==> config.mk <==
export PLATFORM = sky130hd
export DESIGN_NAME = ome_execute
export DESIGN_NICKNAME = d
export VERILOG_FILES = /design/src/logic/ome_pkg.sv /design/src/logic/ome_decode.sv /design/src/logic/ome_execute.sv
export SDC_FILE = /design/constraint.sdc
export NUM_CORES = 1
export LEC_CHECK = 0
export BUFFER_PORTS_ARGS = -buffer_cell sky130_fd_sc_hd__buf_2
export CAP_MARGIN = 20
export CORE_ASPECT_RATIO = 0.6
export CORE_MARGIN = 2
export CORE_UTILIZATION = 42
export CTS_CLUSTER_DIAMETER = 200
export DETAILED_ROUTE_END_ITERATION = 16
export PLACE_DENSITY = 0.75
export SYNTH_ARGS = -nofsm -noshare
export SYNTH_HDL_FRONTEND = slang
export SYNTH_SLANG_ARGS = --single-unit
==> constraint.sdc <==
create_clock -name clock -period 1.35 [get_ports clock]
set_clock_uncertainty 0.1 [all_clocks]
set_input_delay 0.27 -clock clock [delete_from_list [all_inputs] [get_ports clock]]
set_output_delay 0.27 -clock clock [all_outputs]
set_load 0.05 [all_outputs]
==> src/logic/ome_pkg.sv <==
// Purpose: constants and types shared by the execute datapath files
// Assumes: 14-bit instruction words, 8-bit data, 7-bit file address
// Notes:   opcode fields follow the mid-range 14-bit word layout
package ome_pkg;

  // ==========================================================
  // widths and field positions
  localparam int         WORD_W      = 14;
  localparam int         DATA_W      = 8;
  localparam int         ADDR_W      = 7;
  localparam int         DEST_BIT    = 7;
  localparam int         OP6_HI      = 13;
  localparam int         OP6_LO      = 8;
  localparam int         OP4_LO      = 10;

  // ==========================================================
  // opcode values
  localparam logic [5:0] OP_OR_FILE    = 6'h04;
  localparam logic [5:0] OP_MOVE_FILE  = 6'h08;
  localparam logic [5:0] OP_STORE_BASE = 6'h00;
  localparam logic [3:0] OP_LOAD_LIT   = 4'hC;

  // ==========================================================
  // reset values
  localparam logic [7:0] ACC_RESET   = 8'h00;
  localparam logic [6:0] ADDR_RESET  = 7'h00;

  // decoded operation, one-hot
  typedef enum logic [4:0] {
    OME_NOP   = 5'b00001,
    OME_OR    = 5'b00010,
    OME_MOVE  = 5'b00100,
    OME_STORE = 5'b01000,
    OME_LOAD  = 5'b10000
  } ome_op_e;

endpackage : ome_pkg
==> src/logic/ome_decode.sv <==
// Purpose: classify an instruction word into one supported operation
// Assumes: word is stable while valid is high
// Notes:   unsupported words decode as no-operation
`timescale 1ns/1ns
module ome_decode
  import ome_pkg::*;
(
  // instruction
  input  wire logic [ome_pkg::WORD_W-1:0] word,
  // decoded
  output ome_pkg::ome_op_e                op
);

  always_comb begin
    op = OME_NOP;
    if (word[OP6_HI:OP6_LO] == OP_OR_FILE) begin
      op = OME_OR;
    end else if (word[OP6_HI:OP6_LO] == OP_MOVE_FILE) begin
      op = OME_MOVE;
    end else if (word[OP6_HI:OP6_LO] == OP_STORE_BASE && word[DEST_BIT]) begin
      op = OME_STORE;
    end else if (word[OP6_HI:OP4_LO] == OP_LOAD_LIT) begin
      op = OME_LOAD;
    end
  end

endmodule : ome_decode

==> src/logic/ome_execute.sv <==
// Purpose: single-cycle execute stage for OR, move, store, load-literal, no-op
// Assumes: file read data is combinational from the word's address field in the same cycle; file_addr is its registered copy
// Notes:   one instruction per clock, results registered on the next edge
`timescale 1ns/1ns

// What this block does
// RL1 - OR accumulator with addressed file register, 7-bit address, zero flag from result
// RL2 - OR result goes to accumulator when d is 0, to file when 1
// RL3 - move file to accumulator or back to itself, one word one cycle
// RL4 - move updates zero flag from moved value, allowing zero test in place
// RL5 - store accumulator into addressed file, flags unchanged, one cycle
// RL6 - load 8-bit literal into accumulator, flags unchanged, one cycle
// RL7 - no-op changes nothing, one cycle, program counter only advances
module ome_execute
  import ome_pkg::*;
(
  // clock and reset
  input  wire logic                        clock,
  input  wire logic                        reset_n,
  // instruction from fetch, decoded here by ome_decode
  input  wire logic                        instr_valid,
  input  wire logic [ome_pkg::WORD_W-1:0]  instr_word,
  // file register read path
  output logic      [ome_pkg::ADDR_W-1:0]  file_addr,
  input  wire logic [ome_pkg::DATA_W-1:0]  file_rdata,
  // file register write path
  output logic                             file_we,
  output logic      [ome_pkg::ADDR_W-1:0]  file_waddr,
  output logic      [ome_pkg::DATA_W-1:0]  file_wdata,
  // architectural state
  output logic      [ome_pkg::DATA_W-1:0]  accumulator,
  output logic                             zero_flag,
  output logic                             pc_advance
);

  ome_op_e                 op;
  logic    [ADDR_W-1:0]    addr_now;
  logic                    dest_file;
  logic    [DATA_W-1:0]    literal;
  logic    [DATA_W-1:0]    result;
  logic                    writes_file;
  logic                    writes_acc;
  logic                    writes_zero;

  // ==========================================================
  // helpers
  // one definition of zero for the flag and for the OR zero check
  function automatic logic is_zero(input logic [DATA_W-1:0] value);
    return value == '0;
  endfunction : is_zero

  // decoder is pure logic; its op is only trusted while instr_valid is high
  ome_decode i_ome_decode (
    .word (instr_word),
    .op   (op)
  );

  // ==========================================================
  // operand fields
  assign addr_now  = instr_word[ADDR_W-1:0];
  assign dest_file = instr_word[DEST_BIT];
  assign literal   = instr_word[DATA_W-1:0];

  // read address follows the word directly; registered copy is the output
  always_ff @(posedge clock or negedge reset_n) begin
    if (!reset_n) begin
      file_addr <= ADDR_RESET;
    end else begin
      file_addr <= addr_now;
    end
  end

  // ==========================================================
  // result and destination
  // limitation: no bypass, so a word reading the register written by the
  // word just before it sees the old value; software must space them
  always_comb begin
    result      = literal;
    writes_file = 1'b0;
    writes_acc  = 1'b0;
    writes_zero = 1'b0;
    if (instr_valid) begin
      case (op)
        OME_OR: begin
          result      = accumulator | file_rdata; // [RL1]
          writes_zero = 1'b1;                     // [RL1]
          writes_file = dest_file;                // [RL2]
          writes_acc  = !dest_file;               // [RL2]
        end
        OME_MOVE: begin
          result      = file_rdata;               // [RL3]
          writes_zero = 1'b1;                     // [RL4]
          writes_file = dest_file;                // [RL3]
          writes_acc  = !dest_file;               // [RL3]
        end
        OME_STORE: begin
          result      = accumulator;              // [RL5]
          writes_file = 1'b1;                     // [RL5]
        end
        OME_LOAD: begin
          result      = literal;                  // [RL6]
          writes_acc  = 1'b1;                     // [RL6]
        end
        default: begin
          result      = literal;                  // [RL7]
        end
      endcase
    end
  end

  // ==========================================================
  // accumulator
  // only OR and move with d clear, and load, reach the accumulator
  always_ff @(posedge clock or negedge reset_n) begin
    if (!reset_n) begin
      accumulator <= ACC_RESET;
    end else if (writes_acc) begin
      accumulator <= result;
    end
  end

  // zero flag, held by store, load and no-op
  // d only picks the destination; the flag follows the result either way
  always_ff @(posedge clock or negedge reset_n) begin
    if (!reset_n) begin
      zero_flag <= 1'b0;
    end else if (writes_zero) begin
      zero_flag <= is_zero(result); // [RL1] [RL4]
    end
  end

  // ==========================================================
  // file write port, registered so outputs come from flops
  // address and data load every cycle; only file_we qualifies them, saving enables
  always_ff @(posedge clock or negedge reset_n) begin
    if (!reset_n) begin
      file_we    <= 1'b0;
      file_waddr <= ADDR_RESET;
      file_wdata <= ACC_RESET;
    end else begin
      file_we    <= writes_file;
      file_waddr <= addr_now;
      file_wdata <= result;
    end
  end

  // every accepted instruction completes in one cycle
  // unknown words still advance, so the decoder never stalls the fetch
  always_ff @(posedge clock or negedge reset_n) begin
    if (!reset_n) begin
      pc_advance <= 1'b0;
    end else begin
      pc_advance <= instr_valid; // [RL3] [RL5] [RL6] [RL7]
    end
  end

  // ==========================================================
  // checks
  // every check looks one edge after the word is taken, where the registered outputs answer
  or_to_acc_a : assert property (@(posedge clock) disable iff (!reset_n) // [RL1]
    instr_valid && op == OME_OR && !dest_file |=> accumulator == ($past(accumulator) | $past(file_rdata)))
    else $error("or result not in accumulator");
  or_to_file_a : assert property (@(posedge clock) disable iff (!reset_n) // [RL2]
    instr_valid && op == OME_OR && dest_file |=> file_we && accumulator == $past(accumulator)
      && file_wdata == ($past(accumulator) | $past(file_rdata)))
    else $error("or result not written to file");
  or_zero_a : assert property (@(posedge clock) disable iff (!reset_n) // [RL1]
    instr_valid && op == OME_OR |=> zero_flag == is_zero($past(accumulator) | $past(file_rdata)))
    else $error("or zero flag wrong");
  move_dest_a : assert property (@(posedge clock) disable iff (!reset_n) // [RL3]
    instr_valid && op == OME_MOVE |=> (file_we == $past(dest_file)) && pc_advance)
    else $error("move destination wrong");
  move_value_a : assert property (@(posedge clock) disable iff (!reset_n) // [RL3]
    instr_valid && op == OME_MOVE && !dest_file |=> accumulator == $past(file_rdata) && !file_we)
    else $error("move to accumulator wrong");
  move_zero_a : assert property (@(posedge clock) disable iff (!reset_n) // [RL4]
    instr_valid && op == OME_MOVE |=> zero_flag == ($past(file_rdata) == 8'h00))
    else $error("move zero flag wrong");
  move_back_a : assert property (@(posedge clock) disable iff (!reset_n) // [RL3]
    instr_valid && op == OME_MOVE && dest_file |=> file_wdata == $past(file_rdata) && $stable(accumulator)
      && file_waddr == $past(addr_now))
    else $error("move back to file wrong");
  store_file_a : assert property (@(posedge clock) disable iff (!reset_n) // [RL5]
    instr_valid && op == OME_STORE |=> file_we && file_wdata == $past(accumulator) && $stable(zero_flag)
      && file_waddr == $past(addr_now))
    else $error("store wrong");
  store_hold_a : assert property (@(posedge clock) disable iff (!reset_n) // [RL5]
    instr_valid && op == OME_STORE |=> $stable(accumulator) && pc_advance)
    else $error("store changed accumulator");
  load_lit_a : assert property (@(posedge clock) disable iff (!reset_n) // [RL6]
    instr_valid && op == OME_LOAD |=> accumulator == $past(literal) && $stable(zero_flag) && !file_we)
    else $error("load literal wrong");
  nop_quiet_a : assert property (@(posedge clock) disable iff (!reset_n) // [RL7]
    instr_valid && op == OME_NOP |=> !file_we && $stable(accumulator) && $stable(zero_flag) && pc_advance)
    else $error("no-op changed state");
  idle_quiet_a : assert property (@(posedge clock) disable iff (!reset_n) // [RL7]
    !instr_valid |=> !file_we && !pc_advance && $stable(accumulator))
    else $error("idle cycle changed state");

  // ==========================================================
  // checks on addressing and instruction pacing
  addr_copy_a : assert property (@(posedge clock) disable iff (!reset_n) // [RL1]
    instr_valid |=> file_addr == $past(addr_now))
    else $error("file address copy wrong");
  pc_pulse_a : assert property (@(posedge clock) disable iff (!reset_n) // [RL7]
    instr_valid |=> pc_advance)
    else $error("accepted word did not advance");
  write_cause_a : assert property (@(posedge clock) disable iff (!reset_n) // [RL7]
    file_we |-> $past(instr_valid))
    else $error("file write without an instruction");

  // ==========================================================
  // scenario covers
  or_zero_c : cover property (@(posedge clock) disable iff (!reset_n)
    instr_valid && op == OME_OR ##1 zero_flag);
  move_self_c : cover property (@(posedge clock) disable iff (!reset_n)
    instr_valid && op == OME_MOVE && dest_file);
  store_load_c : cover property (@(posedge clock) disable iff (!reset_n)
    instr_valid && op == OME_LOAD ##1 instr_valid && op == OME_STORE);
  nop_c : cover property (@(posedge clock) disable iff (!reset_n)
    instr_valid && op == OME_NOP ##1 pc_advance);
  move_acc_c : cover property (@(posedge clock) disable iff (!reset_n)
    instr_valid && op == OME_MOVE && !dest_file);

endmodule : ome_execute

# Yosys cells after proc, flatten, opt, wreduce, memory -nomap -nowiden
# Cells that the tools add are included.
[word_totals]
reg_bits = 26
wordCells = 31
out_inout_bits = 33
input_bits = 25
[classes]
muxes = 12
bitwise_logic = 1
n_reduce_logical = 5
n_eq_ne = 7
[ops]
columns = ["operator", "count"]
rows = [
  ["case mux 8 bit (3 select lines)", 1],
  ["two-way mux 5 bit", 4],
  ["zero test 8 bit", 1],
  ["two-way mux 8 bit", 1],
  ["bitwise OR 8 bit", 1],
  ["== test 6 x 3 -> 1 bit (second input constant)", 1],
  ["== test 6 x 4 -> 1 bit (second input constant)", 1],
  ["zero test 6 bit", 1],
  ["== test 5 x 2 -> 1 bit (second input constant)", 1],
  ["== test 5 x 3 -> 1 bit (second input constant)", 1],
  ["== test 5 x 4 -> 1 bit (second input constant)", 1],
  ["== test 5 bit (second input constant)", 1],
  ["== test 4 bit (second input constant)", 1],
  ["two-way mux 1 bit", 4],
  ["case mux 1 bit (2 select lines)", 2],
  ["OR reduction 2 bit", 1],
  ["logical AND 1 bit", 1],
  ["zero test 1 bit", 1],
]

# Logic depth before layout (Yosys ltp)
# Gate-level depths: netlist (run 1).
[depth]
ltp_word = 9
ltp_mapped = 7
mapped_depth_nobuf = 5

# Hierarchy
# From an unflattened synthesis (run 1), not the netlist that was laid out.
[unflattened]
cells_unflattened = 107
hier_area_um2 = 1297.5
[by_module_without_submodules]
columns = ["module", "instances", "cells_each", "seq_area_each_um2", "area_each_um2"]
rows = [
  ["ome_execute", 1, 98, 650.6, 1223.7],
  ["ome_decode", 1, 9, 0.0, 73.8],
]

# Worst setup path after synthesis (run 1)
# No wires, ideal clock.
[synth_path]
path_type = "input to register"
startpoint = "in instr_word[10] in the netlist's numbering"
endpoint = "reg accumulator[3] in the netlist's numbering"
path_slack_ps = -486
stages = 6
required_ps = 1125
n_path_buf = 2
setup_ps = 125
arrival_ps = 1611
cell_sequence = "clkbuf_1 -> or3_1 -> nand4_2 -> buf_6 -> mux2_4 -> mux2_2"
[synth_via]
word_cells_on_any_way = 18
cone_classes = "eq/ne (7); mux (8); reduce/logical (3)"
[synth_rtl]
columns = ["element", "line", "source"]
rows = [
  ["start, declared", "ome_execute.sv:22", "input wire logic [ome_pkg::WORD_W-1:0] instr_word,"],
  ["== test 4 bit / zero test 6 bit (equally long branches)", "ome_decode.sv:22, ome_decode.sv:20", ""],
  ["two-way mux 5 bit / logical AND 1 bit (equally long branches)", "ome_decode.sv:22, ome_decode.sv:20", ""],
  ["two-way mux 5 bit", "ome_decode.sv:20", "end else if (word[OP6_HI:OP6_LO] == OP_STORE_BASE && word[DEST_BIT]) begin"],
  ["two-way mux 5 bit", "ome_decode.sv:18", "end else if (word[OP6_HI:OP6_LO] == OP_MOVE_FILE) begin"],
  ["two-way mux 5 bit *", "ome_decode.sv:16", "if (word[OP6_HI:OP6_LO] == OP_OR_FILE) begin"],
  ["== test 5 x 4 -> 1 bit, or another cell as far along", "ome_execute.sv:83", "case (op)"],
  ["case mux 8 bit (3 select lines) *", "ome_execute.sv:83", ""],
  ["two-way mux 8 bit *", "ome_execute.sv:82", "if (instr_valid) begin"],
  ["net result[3]", "ome_execute.sv:40", "logic [DATA_W-1:0] result;"],
  ["end signal, assigned", "ome_execute.sv:118", "accumulator <= result;"],
  ["end, declared", "ome_execute.sv:31", "output logic [ome_pkg::DATA_W-1:0] accumulator,"],
]
# Mark *: on every way through the listed nets, which the timed path passes. The rest lies on a longest branch.
# A chain may end at the register's enable or synchronous reset.

# Worst setup path in the final report (run 1)
[layout_path]
startpoint = "in instr_word[12] in the netlist's numbering"
endpoint = "reg zero_flag"
[layout_via]
elab_chain_cells = 9
word_cells_on_any_way = 18
cone_classes = "eq/ne (6); mux (8); reduce/logical (4)"
[layout_lines]
columns = ["element", "line", "source"]
rows = [
  ["== test 4 bit / zero test 6 bit (equally long branches)", "ome_decode.sv:22, ome_decode.sv:20", ""],
  ["two-way mux 5 bit / logical AND 1 bit (equally long branches)", "ome_decode.sv:22, ome_decode.sv:20", ""],
  ["two-way mux 5 bit", "ome_decode.sv:20", ""],
  ["two-way mux 5 bit", "ome_decode.sv:18", ""],
  ["two-way mux 5 bit *", "ome_decode.sv:16", ""],
  ["== test 5 x 4 -> 1 bit, or another cell as far along", "ome_execute.sv:83", ""],
  ["case mux 8 bit (3 select lines) / OR reduction 2 bit (equally long branches)", "--", ""],
  ["two-way mux 8 bit / two-way mux 1 bit (equally long branches)", "ome_execute.sv:82, ome_execute.sv:83", ""],
  ["zero test 8 bit / two-way mux 1 bit (equally long branches)", "ome_execute.sv:49, ome_execute.sv:82", ""],
  ["end signal, assigned", "ome_execute.sv:128", "zero_flag <= is_zero(result);"],
  ["end, declared", "ome_execute.sv:32", "output logic zero_flag,"],
]
# Every way passes the cells marked *; elsewhere a longest branch is shown, timed or not.

==> reports/summary.md, run 1 <==
The run finished, with violations left. The checks that failed: setup timing. The tools report the leakage power as 0.0009884 uW. The final net count was 233. The critical path launch point was instr_word[12]. The critical path goes through buf_6 > nor4_4 > buf_4 > buf_6 > buf_6 > buf_6 > nand3_4 > a211oi_2 > a32oi_1 > nor2_1.

Setup repair after global routing could not meet its margin everywhere. The tools report the initial core utilization as 44.77%. The final weighted congestion of routability-driven global placement is 0.9258. The number of nets in the synthesized netlist is 147.

The repair_antennas step left the layout with diodes totalling 0. The path with the worst hold slack has its endpoint at file_waddr[6]. The clock reaches the later pin of the worst-skew pair after 0.27 ns. The worst supply voltage drop on vdd was 0.9187 mV; the HPWL reported at the end of detailed placement was 2618 um. The synthesized design contains 26 register bits.

Setup violations remaining at the end of the flow were counted as 11. The detail-routed net length per standard cell was 15.21 um; the final hold violation count was 0. The maximum single-stage delay on the critical path was 0.28 ns. Total via count in the routed design: 1277. The worst register-to-register path ends at accumulator[5]. Counting the fill cells in the layout gives 208.

The mean instance size in the synthesized netlist is 10.68 sq um. The sequential cell area fraction in the yosys report was 49.95%. The number of input and output port buffers inserted came out at 57.

The worst hold path cell count was 1. The H-tree level count is 1, and the final core utilization is 71.70%. The via count of the first global-routing pass came out at 1258. The category of the worst setup path launch point was an input pin. The cell with the most instances on the worst path was sky130_fd_sc_hd__buf_6. The critical-path cell with the highest stage delay is sky130_fd_sc_hd__nor4_4. The first detailed-routing pass ran for 4 iterations. STA classifies the critical path endpoint as a flop.

Gate count of the mapped netlist: 122. The transition at the pin with the smallest max-transition slack was 0.5893 ns; the reg-to-reg setup timing slack was -0.17 ns. Die height: 47.14 um. In this design, the largest share of critical-path delay is due to buffers and inverters. The portion of the clock cycle consumed by the worst path in the final layout is 116.1%, and the number of buffer and inverter stages on the critical path is 5. The run gives 0.001805 sq mm as the total cell area at the placement stage. The number of clock sinks is 26. The source of the worst hold timing path is instr_word[6].

For met2 alone, demand over resource in global routing was 39.48%. In this run the worst hold path is classified as in2reg. For the worst flop-to-flop path, the logic depth is 5. The die is 75.90 um wide. The run gives 654.4 sq um as the area occupied by registers. Global routing consumed, over all layers together, 23.06% of the routing resources. For the post-route DRC violation count, the log shows 0. Of all flip-flops after synthesis, the portion carrying an async set or reset was 100.0%. The run gives 620.6 sq um as the multi-input gate area in the final layout. For the initial DRC count, the log shows 44. After synthesis, the largest area contributor takes up 49.95% of total cell area. The post-route cell area is 0.002086 sq mm, and the number of distinct library cells after synthesis is 31. For the die outline area, the log shows 0.003577 sq mm.

Clock tree synthesis inserted a total of 3 buffers. The clock passes through at most 2 buffers. Clock tree root buffer cell: sky130_fd_sc_hd__clkbuf_8.

Power spread over the standard cell area amounts to 1215 mW/mm^2. The tools report the power after layout as 2535 uW. The layer carrying the most global-route usage is met2. The synthesized design contains 0 enable-type register cells. The post-synthesis instance area came out at 0.001302 sq mm. The kind of critical path was in2reg. Entering global routing, the biggest net connects 27 pins. The tools report the launching point of the worst reg2reg path as accumulator[5].

The data arrival time of the worst path is 1.67 ns. Yosys attributes the largest share of cell area to sky130_fd_sc_hd__dfrtp_1 (50%), sky130_fd_sc_hd__mux2_2 (7.8%), sky130_fd_sc_hd__o21ai_0 (4.2%), sky130_fd_sc_hd__buf_4 (4.0%), sky130_fd_sc_hd__nand3b_1 (3.5%). The row count is 15, and the shortest period the worst path allows is 1.568 ns. The average vias per placed instance was 5.129; the fraction of layout cells with a size suffix above 1 was 59.90%. The run gives 0 as the max-cap violation count.

TritonCTS built the clock tree. For this run, global-route usage on met1 was measured as 28.86%. Once detail routing completed, the nets flagged for antenna violations numbered 0. Measured against its own limit, the worst slew margin works out to 60.72%. In this run the worst path has a maximum fanout of 4. The logs give -0.2175 ns for the least setup slack across all paths after layout and 3788 um for the routed wire length.

For the wire length of the first global-routing pass, the log shows 5913 um. The area of the core was 0.002909 sq mm. Data on the critical path is required at its endpoint by 1.45 ns.

For the initial antenna violation count, the log shows 0. Top flip-flop cell by instance count after synthesis: sky130_fd_sc_hd__dfrtp_1. The clock slew at the register clock pins of the worst setup and hold paths came out at 0.08 ns. The area growth from synthesis to layout is 60.13%.

Yosys printed 0 warnings. The total overflow left after global routing is 0. Pin placement for this block handled 58 I/O pins. The top achievable clock speed was 637.9 MHz; the met3 usage was 6.867%.

The synthesized design spends more area on one cell type than any other, namely sky130_fd_sc_hd__dfrtp_1. The total count of max-transition violations in the final report came out at 0.
logic make-up (layout without fill, tap and decap cells):
group / after synthesis / count (layout) / synth area share (%)
and+or+nand+nor: 37 / 37 / 16.52
AOI/OAI and AO/OA: 31 / 31 / 15.27
DFF: 26 / 26 / 49.95
buffers and inverters: 16 / 101 / 7.493
muxes: 11 / 11 / 10.09
xor gates and xnor gates: 1 / 1 / 0.6726
Yosys cell counts (3+ instances only):
master,n
sky130_fd_sc_hd__o21ai_0,11
sky130_fd_sc_hd__mux2_2,9
sky130_fd_sc_hd__a31oi_1,3
sky130_fd_sc_hd__nand2_1,11
sky130_fd_sc_hd__buf_2,3
sky130_fd_sc_hd__nand3b_1,6
sky130_fd_sc_hd__buf_4,7
sky130_fd_sc_hd__nor2_1,8
sky130_fd_sc_hd__dfrtp_1,26
sky130_fd_sc_hd__a21oi_1,7
sky130_fd_sc_hd__inv_1,3
report_power, final:
| group | internal [uW] | switching (uW) | total (uW) |
|---|---|---|---|
| registers | 874 | 64.6 | 939 |
| logic | 505 | 648 | 1150 |
| clock network | 211 | 233 | 444 |
| total | 1590 | 945 | 2530 |
stage by stage:
stage / setup slack, ns / hold WS, ns / cells / setup TNS [ns]
4_1_cts: -0.2295 / 0.01632 / 248 / -1.833
3_3_place_gp: -0.4571 / 0.1911 / 240 / -5.476
6_report: -0.2175 / 0.02308 / 249 / -1.991
3_5_place_dp: -0.5443 / 0.2088 / 240 / -6.524
5_1_grt: -0.2861 / 0.01518 / 249 / -2.870
2_1_floorplan: -0.4099 / -0.1256 / 122 / -3.319
flip-flops by register name, summed over array words and instances (netlist names):
signal / flops
accumulator: 8
zero_flag: 1
file_wdata: 8
file_we: 1
pc_advance: 1
file_waddr: 7
worst reg2reg max path, cell delays in order (launching register included):
cell,delay (ns)
sky130_fd_sc_hd__dfrtp_1,0.41
sky130_fd_sc_hd__o21ai_0,0.17
sky130_fd_sc_hd__a21oi_1,0.11
sky130_fd_sc_hd__a211oi_2,0.25
sky130_fd_sc_hd__a21oi_1,0.10
sky130_fd_sc_hd__mux2_4,0.28
cell usage in the layout, fill, tap and decap left out, types with 6 or more instances in the layout:
cell	n
sky130_fd_sc_hd__nor2_1	8
sky130_fd_sc_hd__buf_6	15
sky130_fd_sc_hd__buf_2	46
sky130_fd_sc_hd__buf_8	7
sky130_fd_sc_hd__a21oi_1	6
sky130_fd_sc_hd__buf_4	24
sky130_fd_sc_hd__nand3b_1	6
sky130_fd_sc_hd__mux2_2	8
sky130_fd_sc_hd__o21ai_0	7
sky130_fd_sc_hd__nand2_1	10
sky130_fd_sc_hd__dfrtp_1	23
worst max path at each step:
stage / end / slack, ns / depth (start not counted)
2_1_floorplan: accumulator[3] / -0.41 / 5
5_1_grt: zero_flag / -0.29 / 10
6_report: zero_flag / -0.22 / 10
3_5_place_dp: accumulator[2] / -0.54 / 7
4_1_cts: accumulator[5] / -0.23 / 7
3_3_place_gp: accumulator[0] / -0.46 / 6
metal layers:
layer  wire, um  share of wire (%)
met2       1838                 49
met1       1689                 45
met4         10               0.26
met5          0                  0
met3        250                6.6
area by class of cell:
cell class	instances	share of cell area (%)
Inverter	3	0.5399
Clock buffer	4	2.160
Sequential cell	26	31.37
Timing Repair Buffer	94	33.65
Tap cell	42	2.519
Multi-Input combinational cell	80	29.75
timing repair:
action,4_1_cts,5_1_grt
gates resized for setup,22,30
hold buffers,1,0
setup buffers,3,2
pin swaps,1,6
hold endpoints to repair,26,0
setup endpoints to repair,19,22
Power figures use the tool's default switching activity.
==> inputs of run 2 (changes only) <==
--- a/config.mk
+++ b/config.mk
@@ -15,4 +15,5 @@
 export PLACE_DENSITY = 0.75
 export SYNTH_ARGS = -nofsm -noshare
 export SYNTH_HDL_FRONTEND = slang
+export SYNTH_HIERARCHICAL = 1
 export SYNTH_SLANG_ARGS = --single-unit
==> reports/summary.md, run 2 <==
The maximum count of clock buffers along a single path is 2 (unchanged). Global-route congestion overflow total: 0 (unchanged). The area of the core was 0.002909 sq mm (unchanged); the proportion of total power due to net switching was 33.76% (-3.5 points). The shortest period the worst path allows came out at 2.853 ns (+1.286 ns). The die outline width was 75.76 um (-0.18%); the clock insertion delay at the later pin of the skew report was 0.27 ns (about the same). The detail-routed net length per standard cell works out to 21.81 um (+43%). The logs give 650.6 sq um (-0.57%) for the area occupied by registers and 50.14% (+0.19 points) for the sequential cell area fraction in the yosys report.

The combined global-route utilization of all metal layers came out at 28.63% (+5.6 points). The logs give 143 (-31%) for the final-layout fill cell count and 43.8% (+6.8 points) for the sequential share of power. The mean instance size in the synthesized netlist was 12.13 sq um (+14%).

The logs give 0.003565 sq mm (-0.35%) for the die outline area and 31 (unchanged) for the number of distinct library cells after synthesis. For the max-cap violation count, the log shows 0 (unchanged). The leakage power was 0.001155 uW (+17%). In the post-synthesis netlist, the biggest area contributors are sky130_fd_sc_hd__dfrtp_1 (50%), sky130_fd_sc_hd__mux2_2 (6.9%), sky130_fd_sc_hd__a221oi_1 (5.4%), sky130_fd_sc_hd__nand4b_1 (5.4%), sky130_fd_sc_hd__buf_4 (4.6%). Of all cell types, the one taking the most synthesized area is sky130_fd_sc_hd__dfrtp_1. The number of enable flip-flop cells after synthesis was 0 (unchanged); the highest fanout seen on the critical path was 8 (+4). The flow ran to the end, but the final reports show violations.

Leaving out fill and tap cells, the most frequent cell in the layout is sky130_fd_sc_hd__buf_2. The total via count in the routed design was 1567 (+23%); the initial core utilization was 44.60% (-0.17 points). The tools report the final weighted congestion of routability-driven global placement as 0.9372 (+1.2%). The final-layout setup total negative slack is -19.90 ns (-17.91 ns), and the multi-input gate area in the final layout is 805.8 sq um (+30%). The logs give 132 (-10%) for the number of nets produced by synthesis and 22.1% (+4.6 points) for the clock network fraction of design power. The portion of the clock cycle consumed by the worst path in the final layout is 211.4% (+95 points), and the routed wire length is 5583 um (+47%).

Kind of end point of the critical path: a flop. The tools report the via count of the first global-routing pass as 1411 (+12%). Top flip-flop cell by instance count after synthesis: sky130_fd_sc_hd__dfrtp_1. Number of clock sinks: 26 (unchanged).

Required time at the endpoint of the critical path: 1.44 ns (about the same). The share of synthesized flip-flops with an asynchronous set or reset is 100.0% (unchanged). The worst relative slew slack was 62.67% (+2.0 points). The TritonCTS buffer count was 3 (unchanged); the count of non-filler cells in the finished layout was 256 (+2.8%). The cell internal power dissipation is 1294 uW (-19%), and the number of input and output port buffers inserted is 57 (unchanged). The total of warnings raised by yosys was 6 (+6). The worst hold slack was 0.02880 ns (+0.005719 ns). The commonest cells after synthesis are sky130_fd_sc_hd__dfrtp_1 (26), sky130_fd_sc_hd__a31oi_1 (9). The worst setup path is launched from an input pin. Average vias per placed instance: 6.121 (+19%).

The number of iterations in the first detailed-routing pass is 5 (+1). The initial DRC count came out at 236 (+440%). Power share of the combinational group: 34.1% (-11 points). For the maximum number of pins on one net before global-route repair, the log shows 27 (unchanged). The most common cell in the synthesized netlist is sky130_fd_sc_hd__dfrtp_1. The HPWL reported at the end of detailed placement came out at 3117 um (+19%).

The proportion of netlist area held by the largest area contributor is 50.14% (+0.19 points). The data arrival time of the worst path was 2.94 ns (+1.27 ns); the die height was 47.06 um (-0.17%). The checks that failed: setup timing. The clock slew at the register clock pins of the worst setup and hold paths was 0.08 ns (about the same). The tools report the power after layout as 1954 uW (-23%). The critical path is of the in2reg type. The gate count of the mapped netlist came out at 107 (-12%).

The worst supply voltage drop on vdd is 0.5826 mV (-37%). For the residual antenna-violating net count after detailed routing, the log shows 0 (unchanged). The library cells used most frequently in the layout, excluding fill and tap cells, are sky130_fd_sc_hd__buf_2 (49), sky130_fd_sc_hd__buf_4 (42), sky130_fd_sc_hd__dfrtp_1 (26).

TritonCTS built the clock tree. The transition at the pin with the smallest max-transition slack came out at 0.5599 ns (-0.02937 ns). Setup repair after global routing could not meet its margin everywhere. Initial antenna violation count: 0 (unchanged). The switching power total came out at 659.6 uW (-30%). The areal power density over the cells works out to 800.8 mW/mm^2 (-34%). The run gives 0 (unchanged) as the final hold violation count. The least setup slack across all paths after layout came out at -1.503 ns (-1.286 ns). For the H-tree level count, the log shows 1 (unchanged). The run gives 241 (+3.4%) as the final net count. The top achievable clock speed came out at 350.5 MHz (-45%).

The tools report the total placed cells including tap cells as 241 (+0.42%). The wire length of the first global-routing pass was 7293 um (+23%); the row count was 15 (unchanged). The number of flip-flops and latches in the synthesized netlist works out to 26 (unchanged). For the post-route DRC violation count, the log shows 0 (unchanged). From synthesis to final layout, the design area changed by 88.04%. The number of top-level design ports is 58 (unchanged). The total count of max-transition violations in the final report came out at 0 (unchanged).

Fraction of layout cells with a size suffix above 1: 72.90% (+13 points). The largest registers in the layout are accumulator x8, file_wdata x8, file_waddr x7. The final count of negative-setup-slack endpoints was 18 (+7).

The antenna cell count is 0 (unchanged). The type of the most critical hold path was in2reg. For the post-synthesis instance area, the log shows 0.001297 sq mm (-0.38%). Setup slack at placement: -1.752 ns (-1.207 ns). The tree is rooted in a sky130_fd_sc_hd__clkbuf_8.
[run 2: worst max-delay path, stage by stage]
cell,delay (ns)
sky130_fd_sc_hd__buf_6,0.09
sky130_fd_sc_hd__or4_4,0.59
sky130_fd_sc_hd__nor4b_4,0.30
sky130_fd_sc_hd__buf_4,0.17
sky130_fd_sc_hd__xor2_2,0.19
sky130_fd_sc_hd__buf_6,0.17
sky130_fd_sc_hd__a22o_4,0.20
sky130_fd_sc_hd__a31oi_1,0.13
sky130_fd_sc_hd__or4_4,0.56
sky130_fd_sc_hd__o31ai_4,0.26
[run 2: what timing repair did]
action                                  4_1_cts  5_1_grt
endpoints found under the setup margin       25       24
hold buffers                                  1        0
gates resized for setup                      46       29
pin swaps                                    10        5
setup buffers                                 8        7
endpoints found under the hold margin        26        0
cloned                                        1        0
[run 2: power by group through the flow]
stage | sequential [uW] | clock [uW] | combinational, uW
after floorplan | 1040 | 0 | 129
after global placement | 862 | 0 | 513
after detailed placement | 864 | 0 | 524
after CTS | 850 | 425 | 597
after global routing | 860 | 455 | 693
final | 855 | 432 | 666
[run 2: worst paths after layout]
check                               start              to  slack [ns]  cells after the start
max reg2reg                accumulator[7]       zero_flag       -0.34                      4
min                         instr_word[6]   file_waddr[6]        0.03                      1
max in group asynchronous         reset_n  accumulator[4]        0.37                      2
min in group asynchronous         reset_n         file_we        0.41                      2
max                        instr_word[12]       zero_flag       -1.50                     10
min reg2reg                accumulator[4]  accumulator[4]        0.49                      1
[run 2: cells by family after synthesis]
family	after synthesis	synth area share [%]
buffers and inverters	13	6.267
AOI/OAI and AO/OA	21	13.02
and+or+nand+nor	37	21.70
DFF	26	50.14
xor gates and xnor gates	2	1.929
muxes	8	6.943
[run 2: area by class of cell]
class	instances	share of cell area (%)
tap	42	2.154
sequential	26	26.67
inverter	2	0.8205
timing repair buffer	115	35.64
clock buffer	3	1.692
multi-input combinational	68	33.03
[run 2: layer usage]
layer | up-vias | track usage [%] | share of wire [%]
li1 | 642 | - | -
met2 | 140 | 45.52 | 47
met4 | 0 | 10.88 | 3.6
met5 | - | 0 | 0
met1 | 764 | 38.70 | 39
met3 | 21 | 6.652 | 10
[run 2: per-stage QoR]
stage               utilization, %  instance area [sq um]
floorplan                        -                   1335
global placement             67.05                   1951
detailed placement           67.05                   1951
CTS                          77.98                   2268
global route                 83.87                   2440
finish                       83.87                   2440
==> inputs of run 3 (changes only) <==
--- a/config.mk
+++ b/config.mk
@@ -13,6 +13,7 @@
 export CTS_CLUSTER_DIAMETER = 200
 export DETAILED_ROUTE_END_ITERATION = 16
 export PLACE_DENSITY = 0.75
+export SETUP_SLACK_MARGIN = 0.05
 export SYNTH_ARGS = -nofsm -noshare
 export SYNTH_HDL_FRONTEND = slang
 export SYNTH_HIERARCHICAL = 1
==> reports/summary.md, run 3 (synthesis results as in run 2) <==
The tools report the max-cap violation count as 0 (unchanged). Final hold violation count: 0 (unchanged). The final weighted congestion of routability-driven global placement came out at 0.9372 (unchanged).

The worst hold path cell count came out at 1 (unchanged). The worst hold slack was 0.03550 ns (+0.006706 ns); the row count was 15 (unchanged). The areal power density over the cells was 790.8 mW/mm^2 (-1.2%). The maximum single-stage delay on the critical path was 0.60 ns (about the same).

In the final layout, the registers with the most flip-flops are accumulator x8, file_wdata x8, file_waddr x7. The tightest min-delay check is of the in2reg type. For the initial antenna violation count, the log shows 0 (unchanged). The fraction of layout cells with a size suffix above 1 is 73.49% (+0.59 points), and the transition at the pin with the smallest max-transition slack is 0.6437 ns (+0.08376 ns). Walking the worst path, the cells encountered are buf_6 > or4_4 > nor4b_4 > buf_4 > xor2_2 > buf_6 > a22o_4 > a31oi_1 > or4_4 > o31ai_4.

Setup repair after global routing could not meet its margin everywhere. The power share of the combinational group is 35.1% (+1.0 points). For the worst relative slew slack, the log shows 57.04% (-5.6 points). The worst setup path is captured at a flop. The TritonCTS buffer count was 3 (unchanged); the required time at the endpoint of the critical path was 1.44 ns (about the same). The sequential share of power was 43.2% (-0.6 points); the proportion of total power due to net switching was 33.87% (+0.11 points). For the setup slack at placement, the log shows -1.752 ns (unchanged). The shortest period the worst path allows was 2.968 ns (+0.1143 ns); the final count of negative-setup-slack endpoints was 18 (unchanged). The wire length of the first global-routing pass was 7293 um (unchanged). The HPWL reported at the end of detailed placement was 3117 um (unchanged); the global-route congestion overflow total was 0 (unchanged). Clock tree root buffer cell: sky130_fd_sc_hd__clkbuf_8. The library cell used most frequently in the layout, excluding fill and tap cells, is sky130_fd_sc_hd__buf_2. The dominant delay contributor by cell family on the critical path was simple AND/OR/NAND/NOR gates.

The logs give 0 (unchanged) for the antenna cell count and 0 (unchanged) for the residual antenna-violating net count after detailed routing. The run gives 1414 (+0.21%) as the via count of the first global-routing pass. The clock insertion delay at the later pin of the skew report came out at 0.27 ns (about the same). Number of input and output port buffers inserted: 57 (unchanged). The critical-path cell with the highest stage delay was sky130_fd_sc_hd__or4_4. The least setup slack across all paths after layout is -1.618 ns (-0.1143 ns). The logs give 28.28% (-0.35 points) for the combined global-route utilization of all metal layers and 0.7675 mV (+32%) for the worst supply voltage drop on vdd. TritonCTS built the clock tree. The detail-routed net length per standard cell was 23.04 um (+5.6%); the number of iterations in the first detailed-routing pass was 4 (-1).

The cell count of the worst reg-to-reg path was 4 (unchanged); the clock slew at the register clock pins of the worst setup and hold paths was 0.08 ns (about the same). The average vias per placed instance is 6.148 (+0.44%), and the highest fanout seen on the critical path is 8 (unchanged). Relative to the synthesized area, the layout overhead comes to 93.15%.

For the total via count in the routed design, the log shows 1580 (+0.83%). The number of buffer and inverter stages on the critical path was 3 (unchanged); the maximum count of clock buffers along a single path was 2 (unchanged). The kind of critical path is in2reg. The die outline width works out to 75.76 um (unchanged). In the layout the commonest cells are sky130_fd_sc_hd__buf_2 (46), sky130_fd_sc_hd__buf_4 (43), sky130_fd_sc_hd__dfrtp_1 (26). The data arrival time of the worst path came out at 3.05 ns (+0.11 ns). The tools report the category of the worst setup path launch point as an input pin.

The die height works out to 47.06 um (unchanged). The flow ran to the end, but the final reports show violations. The top achievable clock speed was 337.0 MHz (-3.9%); the die outline area was 0.003565 sq mm (unchanged). The tools report the post-route DRC violation count as 0 (unchanged). Leakage power: 0.001169 uW (+1.2%). The H-tree level count is 1 (unchanged), and the final net count is 242 (+0.41%). The initial core utilization was 44.60% (unchanged). The total count of max-transition violations in the final report is 0 (unchanged). The tools report the maximum number of pins on one net before global-route repair as 27 (unchanged). The power after layout is 1982 uW (+1.4%), and the initial DRC count is 171 (-28%). The final reports fail on setup timing. The number of clock sinks is 26 (unchanged), and the clock network fraction of design power is 21.7% (-0.4 points). The portion of the clock cycle consumed by the worst path in the final layout was 219.8% (+8.5 points).

The run gives -0.36 ns (-0.02 ns) as the reg-to-reg setup timing slack. The path length in cells of the critical path is 10 (unchanged), and the area of the core is 0.002909 sq mm (unchanged). For the routed wire length, the log shows 5920 um (+6.0%). The tools report the cell internal power dissipation as 1311 uW (+1.3%).

The switching power total was 671.2 uW (+1.8%); the number of top-level design ports was 58 (unchanged).
## run 3: changes by cell type in the layout (fill, tap and decap cells not counted), sizes merged
cell,previous run,this run
clkbuf,3,5
buf,114,113
## run 3: final cells by class
| cell class | count | area [sq um] |
|---|---|---|
| repair buffers | 116 | 892.1 |
| multi-input cells | 68 | 849.6 |
| flip-flops and latches | 26 | 650.6 |
| fillers | 126 | 402.9 |
| well taps | 42 | 52.55 |
| clock buffers | 3 | 41.29 |
| inverters | 2 | 20.02 |
## run 3: worst paths after layout
kind                                start        endpoint
hold reg to reg                 zero_flag       zero_flag
setup / recovery            instr_word[8]       zero_flag
hold / removal              instr_word[2]   file_waddr[2]
max in group asynchronous         reset_n  accumulator[5]
setup reg to reg           accumulator[7]       zero_flag
min in group asynchronous         reset_n   file_waddr[4]
## run 3: power by group through the flow
stage	registers, uW	logic (uW)	clock network, uW
detailed placement	864	524	0
floorplan	1040	129	0
global placement	862	513	0
CTS	853	632	425
global route	860	719	466
finish	856	696	430
## run 3: metrics by stage
stage | utilization, % | cells | cell area [sq um] | setup TNS (ns)
global placement | 67.05 | 241 | 1951 | -23.33
CTS | 79.91 | 252 | 2325 | -17.16
detailed placement | 67.05 | 241 | 1951 | -24.58
global route | 86.15 | 257 | 2506 | -22.29
finish | 86.15 | 257 | 2506 | -22.22
floorplan | - | 107 | 1335 | -20.74
## run 3: layer usage
metal  GRT usage [%]  part of all wire [%]  up-vias
li1                -                     -      648
met1           40.43                    38      748
met2           45.00                    45      154
met3           6.223                    12       30
met4           5.614                   4.8        0
met5               0                     0        -
## run 3: timing repair
| action | 4_1_cts | 5_1_grt |
|---|---|---|
| pin swaps | 10 | 15 |
| hold endpoints to repair | 26 | 0 |
| endpoints found under the setup margin | 25 | 27 |
| gates resized for setup | 61 | 28 |
| hold buffers | 1 | 0 |
| gates cloned | 1 | 0 |
| setup buffers | 9 | 9 |
